==> src/rtl/fpm_pkg.sv <==
// package with register map, field layouts, timing constants and enums of the front panel block
package fpm_pkg;
  localparam int unsigned CLK_HZ = 200000000;
  localparam int unsigned LONG_PRESS_MS = 500;
  localparam int unsigned UNLOCK_MS = 2000;
  localparam int unsigned IDLE_S = 90;
  localparam int unsigned DEBOUNCE_US = 5000;
  localparam int unsigned TICK_HZ = 1000;
  localparam int unsigned TICK_CYCLES = CLK_HZ / TICK_HZ;
  localparam int unsigned LONG_PRESS_TICKS = LONG_PRESS_MS * TICK_HZ / 1000;
  localparam int unsigned UNLOCK_TICKS = UNLOCK_MS * TICK_HZ / 1000;
  localparam int unsigned IDLE_TICKS = IDLE_S * TICK_HZ;
  localparam int unsigned DEBOUNCE_TICKS = DEBOUNCE_US * TICK_HZ / 1000000;
  localparam int unsigned NUM_KEYS = 4;
  localparam int unsigned NUM_ACTIONS = 17;
  localparam int unsigned NUM_PAGES = 4;
  localparam int unsigned NUM_LINES = 8;
  localparam logic [7:0] PHONES_CHAN = 8'h78;
  localparam logic [7:0] MAIN_CHAN_DEF = 8'h12;
  localparam logic [7:0] VOL_DEF = 8'h00;
  localparam logic [2:0] CURSOR_LINE_OPEN = 3'h1;
  localparam int unsigned KEY_OPTIONS = 3;

  // register byte offsets
  localparam logic [11:0] ADDR_CTRL = 12'h000;
  localparam logic [11:0] ADDR_REMAP = 12'h004;
  localparam logic [11:0] ADDR_STATUS = 12'h008;
  localparam logic [11:0] ADDR_VOLUME = 12'h00c;
  localparam logic [11:0] ADDR_ACTION = 12'h010;

  // control register fields
  localparam int unsigned CTRL_LOCK_LSB = 0;
  localparam int unsigned CTRL_REMAP_BIT = 2;
  localparam int unsigned CTRL_SCOPE_BIT = 3;
  localparam int unsigned CTRL_SENSE_BIT = 4;
  localparam int unsigned CTRL_MAINCH_LSB = 8;
  localparam logic [31:0] CTRL_RESET = 32'h0000_1200;
  localparam logic [31:0] CTRL_MASK = 32'h0000_ff1f;
  localparam logic [31:0] REMAP_MASK = 32'h1f1f_1f1f;

  typedef enum logic [1:0] {
    LOCK_OFF = 2'b00,
    LOCK_KEYS = 2'b01,
    LOCK_ALL = 2'b10
  } fpm_lock_type;

  typedef enum logic [2:0] {
    SCR_GLOBAL = 3'b000,
    SCR_ANALOG = 3'b001,
    SCR_VOLUME = 3'b010,
    SCR_OPTIONS = 3'b011,
    SCR_KEYMENU = 3'b100
  } fpm_screen_type;

  // action codes 0..16 for remapped keys
  typedef enum logic [4:0] {
    ACT_METER = 5'h00,
    ACT_SETUP1 = 5'h01,
    ACT_SETUP6 = 5'h06,
    ACT_ATTEN = 5'h07,
    ACT_RECALL = 5'h08,
    ACT_MUTE_EN = 5'h09,
    ACT_MAIN_MONO = 5'h0a,
    ACT_MAIN_MUTE = 5'h0b,
    ACT_MAIN_EQ = 5'h0c,
    ACT_MAIN_LOWCUT = 5'h0d,
    ACT_PH_MUTE = 5'h0e,
    ACT_PH_EQ = 5'h0f,
    ACT_PH_LOWCUT = 5'h10
  } fpm_action_type;
endpackage

==> src/rtl/fpm_front_panel.sv <==
// front panel menu controller with debounce, encoder decode, timers and apb registers
`timescale 1ns/1ps
// How it works
// - meter view by default after reset and whenever no menu or volume screen is open
// - half-second knob press on meter view swaps between global and analog-only meter
// - turning knob on a meter view opens the selected output volume screen
// - short knob press outside menus toggles main and phones volume target
// - phones fixed on 7/8, main defaults to rear outputs, title shows the pair of the selected target
// - volume target and its value are always presented on the status outputs
// - knob press in a menu toggles adjust/horizontal and vertical cursor modes
// - options key opens options, cursor on line two, adjust mode
// - horizontal turns on line two cycle four option pages in order
// - two options presses inside a menu leave straight to meter view
// - ninety seconds without input in a menu returns to global meter
// - lockout off, keys, all; holding options two seconds clears it
// - remap off or on; each key picks one of seventeen actions
// - action codes cover meter, setups 1-6, attenuate, recall, mutes, eq, low cut
// - a remapped key held half a second opens its original menu instead
// - meter scope setting acts like the half-second knob press
// - rotation sense setting reverses the decoded encoder direction
// - midi input and output activity indicators for the meter side panel
module fpm_front_panel
  import fpm_pkg::*;
#(
  parameter int unsigned TICK_CYC = TICK_CYCLES,
  parameter int unsigned IDLE_T = IDLE_TICKS,
  parameter int unsigned DEB_T = DEBOUNCE_TICKS
) (
  input wire logic I_MCLK,
  input wire logic I_RESETN,
  input wire logic I_CE,
  input wire logic [3:0] I_KEY,
  input wire logic I_KNOB_PUSH,
  input wire logic I_ENC_A,
  input wire logic I_ENC_B,
  input wire logic I_MIDI_IN_ACT,
  input wire logic I_MIDI_OUT_ACT,
  input wire logic I_PSEL,
  input wire logic I_PENABLE,
  input wire logic I_PWRITE,
  input wire logic [11:0] I_PADDR,
  input wire logic [31:0] I_PWDATA,
  output logic [31:0] O_PRDATA,
  output logic O_PREADY,
  output logic O_PSLVERR,
  output logic [2:0] O_SCREEN,
  output logic [1:0] O_PAGE,
  output logic [2:0] O_LINE,
  output logic O_VERT_MODE,
  output logic O_VOL_PHONES,
  output logic [7:0] O_VOLUME,
  output logic [7:0] O_TITLE_CHAN,
  output logic O_SCOPE_MAIN,
  output logic O_MIDI_IN_LED,
  output logic O_MIDI_OUT_LED,
  output logic O_ACTION_STB,
  output logic [4:0] O_ACTION,
  output logic O_ADJ_STB,
  output logic O_ADJ_UP
);
  localparam int unsigned NIN = NUM_KEYS + 3;
  localparam logic [31:0] ONE = 32'h0000_0001;

  // ==========================================================
  // timebase and debounce
  logic [31:0] tick_cnt_r, tick_cnt_nxt;
  logic tick_r, tick_nxt;
  logic [NIN-1:0] raw;
  logic [NIN-1:0] deb_r, deb_nxt;
  logic [NIN-1:0] deb_d_r;
  logic [7:0] deb_cnt_r [NIN];
  logic [7:0] deb_cnt_nxt [NIN];

  assign raw = {I_ENC_B, I_ENC_A, I_KNOB_PUSH, I_KEY};

  always_comb begin
    tick_nxt = 1'b0;
    tick_cnt_nxt = tick_cnt_r + ONE;
    if (tick_cnt_r >= TICK_CYC - 1) begin
      tick_cnt_nxt = '0;
      tick_nxt = 1'b1;
    end
    deb_nxt = deb_r;
    for (int i = 0; i < NIN; i++) begin
      deb_cnt_nxt[i] = deb_cnt_r[i];
      if (raw[i] == deb_r[i]) begin
        deb_cnt_nxt[i] = '0;
      end else if (tick_r) begin
        if (32'(deb_cnt_r[i]) >= DEB_T) begin
          deb_nxt[i] = raw[i];
          deb_cnt_nxt[i] = '0;
        end else begin
          deb_cnt_nxt[i] = deb_cnt_r[i] + 8'h01;
        end
      end
    end
  end

  always_ff @(posedge I_MCLK or negedge I_RESETN) begin
    if (!I_RESETN) begin
      tick_cnt_r <= '0;
      tick_r <= 1'b0;
      deb_r <= '0;
      deb_d_r <= '0;
      for (int i = 0; i < NIN; i++) begin
        deb_cnt_r[i] <= '0;
      end
    end else if (I_CE) begin
      tick_cnt_r <= tick_cnt_nxt;
      tick_r <= tick_nxt;
      deb_r <= deb_nxt;
      deb_d_r <= deb_r;
      for (int i = 0; i < NIN; i++) begin
        deb_cnt_r[i] <= deb_cnt_nxt[i];
      end
    end
  end

  // ==========================================================
  // encoder decode: one step per detent on rising edge of a
  logic enc_step, enc_cw, step_up;
  logic [3:0] key_rise, key_fall;
  logic push_rise, push_fall;
  logic [31:0] ctrl_r, ctrl_nxt;
  logic [31:0] remap_r, remap_nxt;

  assign enc_step = deb_r[NUM_KEYS+1] & ~deb_d_r[NUM_KEYS+1];
  assign enc_cw = ~deb_r[NUM_KEYS+2];
  assign step_up = enc_cw ^ ctrl_r[CTRL_SENSE_BIT];
  assign key_rise = deb_r[3:0] & ~deb_d_r[3:0];
  assign key_fall = ~deb_r[3:0] & deb_d_r[3:0];
  assign push_rise = deb_r[NUM_KEYS] & ~deb_d_r[NUM_KEYS];
  assign push_fall = ~deb_r[NUM_KEYS] & deb_d_r[NUM_KEYS];

  // ==========================================================
  // menu state machine
  fpm_screen_type scr_r, scr_nxt, meter_r, meter_nxt;
  logic [1:0] page_r, page_nxt;
  logic [2:0] line_r, line_nxt;
  logic vert_r, vert_nxt;
  logic phones_r, phones_nxt;
  logic [7:0] vol_main_r, vol_main_nxt, vol_ph_r, vol_ph_nxt;
  logic opt_once_r, opt_once_nxt;
  logic [31:0] idle_r, idle_nxt;
  logic [15:0] push_hold_r, push_hold_nxt;
  logic push_long_r, push_long_nxt;
  logic [15:0] key_hold_r [NUM_KEYS];
  logic [15:0] key_hold_nxt [NUM_KEYS];
  logic [3:0] key_long_r, key_long_nxt;
  logic act_stb_r, act_stb_nxt;
  logic [4:0] act_r, act_nxt;
  logic adj_stb_r, adj_stb_nxt, adj_up_r, adj_up_nxt;
  logic lock_clear;
  logic scope_wr;
  logic any_in;
  logic in_menu;
  logic keys_locked, all_locked;

  assign in_menu = (scr_r == SCR_OPTIONS) || (scr_r == SCR_KEYMENU);
  assign keys_locked = ctrl_r[CTRL_LOCK_LSB +: 2] != LOCK_OFF;
  assign all_locked = ctrl_r[CTRL_LOCK_LSB +: 2] == LOCK_ALL;
  assign any_in = |key_rise | push_rise | enc_step;

  always_comb begin
    scr_nxt = scr_r;
    meter_nxt = meter_r;
    page_nxt = page_r;
    line_nxt = line_r;
    vert_nxt = vert_r;
    phones_nxt = phones_r;
    vol_main_nxt = vol_main_r;
    vol_ph_nxt = vol_ph_r;
    opt_once_nxt = opt_once_r;
    idle_nxt = idle_r;
    push_hold_nxt = push_hold_r;
    push_long_nxt = push_long_r;
    key_long_nxt = key_long_r;
    act_stb_nxt = 1'b0;
    act_nxt = act_r;
    adj_stb_nxt = 1'b0;
    adj_up_nxt = adj_up_r;
    lock_clear = 1'b0;
    for (int k = 0; k < NUM_KEYS; k++) begin
      key_hold_nxt[k] = key_hold_r[k];
      if (!deb_r[k]) begin
        key_hold_nxt[k] = '0;
      end else if (tick_r && key_hold_r[k] != 16'hffff) begin
        key_hold_nxt[k] = key_hold_r[k] + 16'h0001;
      end
    end
    if (!deb_r[NUM_KEYS]) begin
      push_hold_nxt = '0;
    end else if (tick_r && push_hold_r != 16'hffff) begin
      push_hold_nxt = push_hold_r + 16'h0001;
    end
    // idle timeout only runs while a menu is open
    if (!in_menu || any_in) begin
      idle_nxt = '0;
    end else if (tick_r) begin
      idle_nxt = idle_r + ONE;
    end
    if (in_menu && idle_r >= IDLE_T) begin
      scr_nxt = meter_r;
      meter_nxt = SCR_GLOBAL;
      scr_nxt = SCR_GLOBAL;
      opt_once_nxt = 1'b0;
    end
    // unlock by holding the options key
    if (keys_locked && 32'(key_hold_r[KEY_OPTIONS]) >= UNLOCK_TICKS) begin
      lock_clear = 1'b1;
    end
    // long knob press on meter view swaps meter scope
    if (!all_locked && deb_r[NUM_KEYS] && !push_long_r &&
        32'(push_hold_r) >= LONG_PRESS_TICKS) begin
      push_long_nxt = 1'b1;
      if (!in_menu) begin
        meter_nxt = (meter_r == SCR_GLOBAL) ? SCR_ANALOG : SCR_GLOBAL;
        scr_nxt = meter_nxt;
      end
    end
    if (push_fall) begin
      push_long_nxt = 1'b0;
      if (!all_locked && !push_long_r) begin
        if (in_menu) begin
          vert_nxt = ~vert_r;
        end else begin
          phones_nxt = ~phones_r;
        end
      end
    end
    if (scope_wr) begin
      meter_nxt = I_PWDATA[CTRL_SCOPE_BIT] ? SCR_ANALOG : SCR_GLOBAL;
      if (!in_menu) begin
        scr_nxt = meter_nxt;
      end
    end
    if (enc_step && !all_locked) begin
      if (!in_menu) begin
        scr_nxt = SCR_VOLUME;
        if (phones_r) begin
          vol_ph_nxt = step_up ? vol_ph_r + 8'h01 : vol_ph_r - 8'h01;
        end else begin
          vol_main_nxt = step_up ? vol_main_r + 8'h01 : vol_main_r - 8'h01;
        end
      end else if (vert_r) begin
        line_nxt = step_up ? line_r - 3'h1 : line_r + 3'h1;
      end else if (line_r == CURSOR_LINE_OPEN && scr_r == SCR_OPTIONS) begin
        page_nxt = step_up ? page_r + 2'h1 : page_r - 2'h1;
      end else begin
        adj_stb_nxt = 1'b1;
        adj_up_nxt = step_up;
      end
    end
    // key handling: long hold opens the native menu when remapped
    for (int k = 0; k < NUM_KEYS; k++) begin
      if (key_fall[k]) begin
        key_long_nxt[k] = 1'b0;
      end
      if (ctrl_r[CTRL_REMAP_BIT] && !keys_locked && deb_r[k] && !key_long_r[k] &&
          32'(key_hold_r[k]) >= LONG_PRESS_TICKS) begin
        key_long_nxt[k] = 1'b1;
        scr_nxt = (k == KEY_OPTIONS) ? SCR_OPTIONS : SCR_KEYMENU;
        line_nxt = CURSOR_LINE_OPEN;
        vert_nxt = 1'b0;
        page_nxt = '0;
      end
      if (ctrl_r[CTRL_REMAP_BIT] && !keys_locked && key_fall[k] && !key_long_r[k]) begin
        act_stb_nxt = 1'b1;
        act_nxt = remap_r[8*k +: 5];
      end
    end
    if (!ctrl_r[CTRL_REMAP_BIT] && !keys_locked && key_rise[KEY_OPTIONS]) begin
      if (in_menu && opt_once_r) begin
        scr_nxt = SCR_GLOBAL;
        meter_nxt = SCR_GLOBAL;
        opt_once_nxt = 1'b0;
      end else begin
        scr_nxt = SCR_OPTIONS;
        line_nxt = CURSOR_LINE_OPEN;
        vert_nxt = 1'b0;
        page_nxt = '0;
        opt_once_nxt = 1'b1;
      end
    end
    for (int k = 0; k < KEY_OPTIONS; k++) begin
      if (!ctrl_r[CTRL_REMAP_BIT] && !keys_locked && key_rise[k]) begin
        scr_nxt = SCR_KEYMENU;
        line_nxt = CURSOR_LINE_OPEN;
        vert_nxt = 1'b0;
        opt_once_nxt = 1'b0;
      end
    end
  end

  always_ff @(posedge I_MCLK or negedge I_RESETN) begin
    if (!I_RESETN) begin
      scr_r <= SCR_GLOBAL;
      meter_r <= SCR_GLOBAL;
      page_r <= '0;
      line_r <= '0;
      vert_r <= 1'b0;
      phones_r <= 1'b0;
      vol_main_r <= VOL_DEF;
      vol_ph_r <= VOL_DEF;
      opt_once_r <= 1'b0;
      idle_r <= '0;
      push_hold_r <= '0;
      push_long_r <= 1'b0;
      key_long_r <= '0;
      act_stb_r <= 1'b0;
      act_r <= ACT_METER;
      adj_stb_r <= 1'b0;
      adj_up_r <= 1'b0;
      for (int k = 0; k < NUM_KEYS; k++) begin
        key_hold_r[k] <= '0;
      end
    end else if (I_CE) begin
      scr_r <= scr_nxt;
      meter_r <= meter_nxt;
      page_r <= page_nxt;
      line_r <= line_nxt;
      vert_r <= vert_nxt;
      phones_r <= phones_nxt;
      vol_main_r <= vol_main_nxt;
      vol_ph_r <= vol_ph_nxt;
      opt_once_r <= opt_once_nxt;
      idle_r <= idle_nxt;
      push_hold_r <= push_hold_nxt;
      push_long_r <= push_long_nxt;
      key_long_r <= key_long_nxt;
      act_stb_r <= act_stb_nxt;
      act_r <= act_nxt;
      adj_stb_r <= adj_stb_nxt;
      adj_up_r <= adj_up_nxt;
      for (int k = 0; k < NUM_KEYS; k++) begin
        key_hold_r[k] <= key_hold_nxt[k];
      end
    end
  end

  // ==========================================================
  // apb registers, one wait state per access
  logic [31:0] prdata_r, prdata_nxt;
  logic pready_r, pready_nxt, pslverr_r, pslverr_nxt;
  logic acc;

  assign acc = I_PSEL && I_PENABLE && !pready_r;
  assign scope_wr = acc && I_PWRITE && I_PADDR == ADDR_CTRL;

  always_comb begin
    ctrl_nxt = ctrl_r;
    remap_nxt = remap_r;
    prdata_nxt = prdata_r;
    pready_nxt = acc;
    pslverr_nxt = 1'b0;
    if (acc) begin
      unique case (I_PADDR)
        ADDR_CTRL: begin
          prdata_nxt = ctrl_r;
          if (I_PWRITE) begin
            ctrl_nxt = I_PWDATA & CTRL_MASK;
          end
        end
        ADDR_REMAP: begin
          prdata_nxt = remap_r;
          if (I_PWRITE) begin
            remap_nxt = I_PWDATA & REMAP_MASK;
          end
        end
        ADDR_STATUS: begin
          prdata_nxt = {19'h0, page_r, line_r, vert_r, phones_r, 3'h0, scr_r};
          pslverr_nxt = I_PWRITE;
        end
        ADDR_VOLUME: begin
          prdata_nxt = {16'h0, vol_ph_r, vol_main_r};
          pslverr_nxt = I_PWRITE;
        end
        ADDR_ACTION: begin
          prdata_nxt = {27'h0, act_r};
          pslverr_nxt = I_PWRITE;
        end
        default: begin
          prdata_nxt = '0;
          pslverr_nxt = 1'b1;
        end
      endcase
    end
    if (lock_clear) begin
      ctrl_nxt[CTRL_LOCK_LSB +: 2] = LOCK_OFF;
    end
  end

  always_ff @(posedge I_MCLK or negedge I_RESETN) begin
    if (!I_RESETN) begin
      ctrl_r <= CTRL_RESET;
      remap_r <= '0;
      prdata_r <= '0;
      pready_r <= 1'b0;
      pslverr_r <= 1'b0;
    end else if (I_CE) begin
      ctrl_r <= ctrl_nxt;
      remap_r <= remap_nxt;
      prdata_r <= prdata_nxt;
      pready_r <= pready_nxt;
      pslverr_r <= pslverr_nxt;
    end
  end

  // ==========================================================
  // registered display outputs
  logic [7:0] vol_r, title_r;
  logic midi_in_r, midi_out_r;
  logic scope_r;

  always_ff @(posedge I_MCLK or negedge I_RESETN) begin
    if (!I_RESETN) begin
      scope_r <= 1'b0;
      vol_r <= VOL_DEF;
      title_r <= MAIN_CHAN_DEF;
      midi_in_r <= 1'b0;
      midi_out_r <= 1'b0;
    end else if (I_CE) begin
      scope_r <= (meter_nxt == SCR_ANALOG);
      vol_r <= phones_nxt ? vol_ph_nxt : vol_main_nxt;
      title_r <= phones_nxt ? PHONES_CHAN : ctrl_r[CTRL_MAINCH_LSB +: 8];
      midi_in_r <= I_MIDI_IN_ACT;
      midi_out_r <= I_MIDI_OUT_ACT;
    end
  end

  assign O_PRDATA = prdata_r;
  assign O_PREADY = pready_r;
  assign O_PSLVERR = pslverr_r;
  assign O_SCREEN = scr_r;
  assign O_PAGE = page_r;
  assign O_LINE = line_r;
  assign O_VERT_MODE = vert_r;
  assign O_VOL_PHONES = phones_r;
  assign O_VOLUME = vol_r;
  assign O_TITLE_CHAN = title_r;
  assign O_SCOPE_MAIN = scope_r;
  assign O_MIDI_IN_LED = midi_in_r;
  assign O_MIDI_OUT_LED = midi_out_r;
  assign O_ACTION_STB = act_stb_r;
  assign O_ACTION = act_r;
  assign O_ADJ_STB = adj_stb_r;
  assign O_ADJ_UP = adj_up_r;
endmodule

==> config.mk <==
export PLATFORM = sky130hd
export DESIGN_NAME = fpm_front_panel
export DESIGN_NICKNAME = d
export VERILOG_FILES = /design/src/rtl/fpm_pkg.sv /design/src/rtl/fpm_front_panel.sv
export SDC_FILE = /design/constraint.sdc
export NUM_CORES = 1
export LEC_CHECK = 0
export BUFFER_PORTS_ARGS = -buffer_cell sky130_fd_sc_hd__buf_4
export CORE_AREA = 2 2 230 232
export DETAILED_ROUTE_END_ITERATION = 10
export DIE_AREA = 0 0 232 234
export PLACE_DENSITY = 0.49
export SLEW_MARGIN = 15
export SYNTH_ARGS = -nofsm -noshare
export SYNTH_HDL_FRONTEND = slang
export SYNTH_SLANG_ARGS = --single-unit
==> constraint.sdc <==
create_clock -name I_MCLK -period 6.8 [get_ports I_MCLK]
set_input_delay 1.02 -clock I_MCLK [delete_from_list [all_inputs] [get_ports I_MCLK]]
set_output_delay 1.02 -clock I_MCLK [all_outputs]
set_load 0.005 [all_outputs]
==> run_results.csv <==
group,metric,value,unit
run_status,outcome,"completed",
final_layout,final_layout_size_suffix_gt1_share,13.5,%
pwr,ir_drop,0.000142,V
yosys,yosysWarnings,0,
routing,drt_iter0_drc,902,
clocking,post_cts_resized,0,
yosys,async_reset_ff_share,100,%
pwr,leakage,0.00925,µW
setup_path,crit_path_start_kind,"input port",
setup_path,critical_path.max_stage_delay,0.61,ns
setup_path,endpoint_kind,"register",
timing,hold_viol,0,
setup_path,required,7.24,ns
timing,finalSetupTns,0,ns
setup_path,crit_family,"compound AO/OA/AOI/OAI gates",
yosys,synth_cells,1853,
timing,fin_worst_skew,0.0215,ns
setup_path,critPathBufInv,2,
clocking,post_cts_buffers,0,
timing,worstMarginPinSlew,1.06,ns
clocking,clkTransAtPathRegs,0.06,ns
floorplan,fp.dieH,234,µm
placed_design,placed_cell_area,19400,µm²
routing,vias,13700,
clocking,cts_tree,"yes",
final_layout,final_nets,2062,
timing,timing.fmax,303,MHz
routing,first_pass_iters,5,
floorplan,num_rows,84,
yosys,ys_types,84,
setup_path,cpMaxStageDelayCell,"a211oi_1",
final_layout,stdcell_area,20800,µm²
yosys,synth_area,17900,µm²
setup_path,crit_type,"in2reg",
floorplan,die-area,54300,µm²
pwr,power_density,274,nW/µm²
yosys,synth.area.top_cells,"dfrtp_1 (47%), nor2_1 (5.1%), xnor2_1 (4.0%)",
floorplan,die_width,232,µm
placed_design,gp_congestion,0.780,
timing,slew_violations,0,
clocking,cts-buffers-inserted,40,
run,cap_violations,0,
timing,maxSlewHeadroom,28.8,%
worst_hold_path,hold_path_class,"reg2reg",
timing,rsz0062_at_grt,"no",
routing,via_per_inst,5.15,
timing,finalSetupViolations,0,
grt,antenna_found_initial,0,
routing,drcViolationCount,0,
routing,routed_wl,45.1,mm
final_layout,syn2layout_area_growth,16.4,%
clocking,holdBufCountCts,0,
grt,grt_pass1_wl,73.8,mm
grt,first_global_vias,13600,
yosys,synth.avg_cell_area,9.66,µm²
floorplan,core_area,52000,µm²
setup_path,cp.arrival,3.74,ns
clocking,clk_path_buf_depth,3,
final_layout,num_antenna_cells,0,
clocking,cts.sink_count,337,
grt,grt_max_degree,124,
yosys,synth_top_area_share,46.6,%
routing,wl_per_cell,16.9,µm
routing,antenna_left,0,
clocking,clk-insertion-delay-late,0.56,ns
grt,grt_overflow,0,
placed_design,dp_hpwl,31.1,mm
timing,fin_crit_sh,48.5,%
floorplan,ios,130,
setup_path,cp_max_fo,43,
timing,period_minus_slack,3.30,ns
yosys,synth_seq_cells,337,
setup_path,crit_chain,"buf_4 -> nand2_1 -> buf_4 -> a211oi_1 -> nand2_1 -> o31a_1 -> o21a_1",
yosys,yosys_most_used_dff,"dfrtp_1",
clocking,cts.root.buffer_cell,"clkbuf_16",
yosys,yosysTopAreaCell,"dfrtp_1",
yosys,synth.yosys.seq_area_share,47.1,%
yosys,synth_edf_count,0,
clocking,htreeDepth,2,
placed_design,port_buffers,114,
floorplan,start_util,34.4,%
grt,track_usage,16.8,%
## routing by layer
layer  GRT usage, %  wire length (µm)  vias to the layer above
li1               -                 -                     6746
met1           23.4             21500                     6686
met2           27.5             20800                      266
met3           2.93              2040                       49
met4           3.89               704                        0
met5              0                 0                        -
## synthesized netlist by cell type (24+ instances only)
library cell	instances
a21oi_1	50
and3_1	26
clkbuf_1	47
dfrtp_1	333
ha_1	49
inv_1	66
mux2_2	34
mux2i_1	35
nand2_1	187
nand2b_1	27
nand3_1	68
nand4_1	34
nor2_1	244
nor3_1	49
nor4_1	24
o21ai_0	84
xnor2_1	82
xor2_1	53
## final cells by class
cell class	count	area [µm²]
Inverter	66	248
Clock inverter	14	205
Sequential cell	337	8440
Multi-Input combinational cell	1378	8910
Clock buffer	55	1180
Fill cell	5110	31200
Timing Repair Buffer	129	988
Tap cell	688	861
## registers in the layout, indices dropped and copies added (netlist names), 13 cells and up
register and flops:
ctrl_r 13, idle_r 32, O_PRDATA 26, key_hold_r 64
deb_cnt_r 56, push_hold_r 16, remap_r 20, tick_cnt_r 32
## cells by family after synthesis
| group | after synthesis | synth area share [%] |
|---|---|---|
| compound gates | 311 | 11.8 |
| xor+xnor | 136 | 6.70 |
| fa+ha+maj | 51 | 3.65 |
| buf+inv | 143 | 3.35 |
| flops | 337 | 47.1 |
| mux | 94 | 5.98 |
| other cells | 1 | 0.0210 |
| simple gates | 780 | 21.3 |
## where the power goes
group	switching [µW]	total, µW	internal (µW)
registers	195	2340	2150
logic	632	1090	463
clock network	869	2270	1400
total	1700	5700	4010
## path summary, 6_finish.rpt
| kind | startpoint | end | slack (ns) | cells after the start |
|---|---|---|---|---|
| setup / recovery | I_CE | push_hold_r[13] | 3.50 | 7 |
| hold / removal | ctrl_r[9] | O_TITLE_CHAN[1] | 0.47 | 2 |
| hold reg to reg | ctrl_r[9] | O_TITLE_CHAN[1] | 0.47 | 2 |
| setup reg to reg | tick_r | push_hold_r[13] | 3.56 | 6 |
| min in group asynchronous | I_RESETN | key_hold_r[8] | 0.57 | 1 |
| max in group asynchronous | I_RESETN | O_PRDATA[11] | 4.74 | 2 |
## tightest hold or removal path, delay by kind of cell, from the launching register on
| family | cells | cell delay [ns] |
|---|---|---|
| DFF | 1 | 0.37 |
| and+or+nand+nor | 1 | 0.05 |
| AOI/OAI and AO/OA | 1 | 0.05 |
## metrics by stage
stage               setup WS [ns]  hold slack (ns)  power, µW  cells  util [%]
floorplan                    3.75            0.449       3050   1858         -
global placement             2.90            0.458       3460   2598      37.4
detailed placement           2.84            0.464       3480   2598      37.4
CTS                          3.42            0.471       5790   2667      40.0
global route                 3.20            0.495       6030   2667      40.0
finish                       3.50            0.470       5700   2667      40.0
## cell usage in the layout (no fill, tap or decap), types with 26 or more instances in the layout
cell type / instances
o21ai_0: 84
mux2_2: 34
and3_1: 26
nand4_1: 34
nand2b_1: 27
clkbuf_16: 41
a21oi_1: 50
ha_1: 49
nand3_1: 68
nor2_1: 244
dfrtp_1: 333
mux2i_1: 35
nor3_1: 48
inv_1: 65
xnor2_1: 82
buf_4: 127
nand2_1: 187
xor2_1: 53
Note: power is estimated with default switching activity, not from simulation.
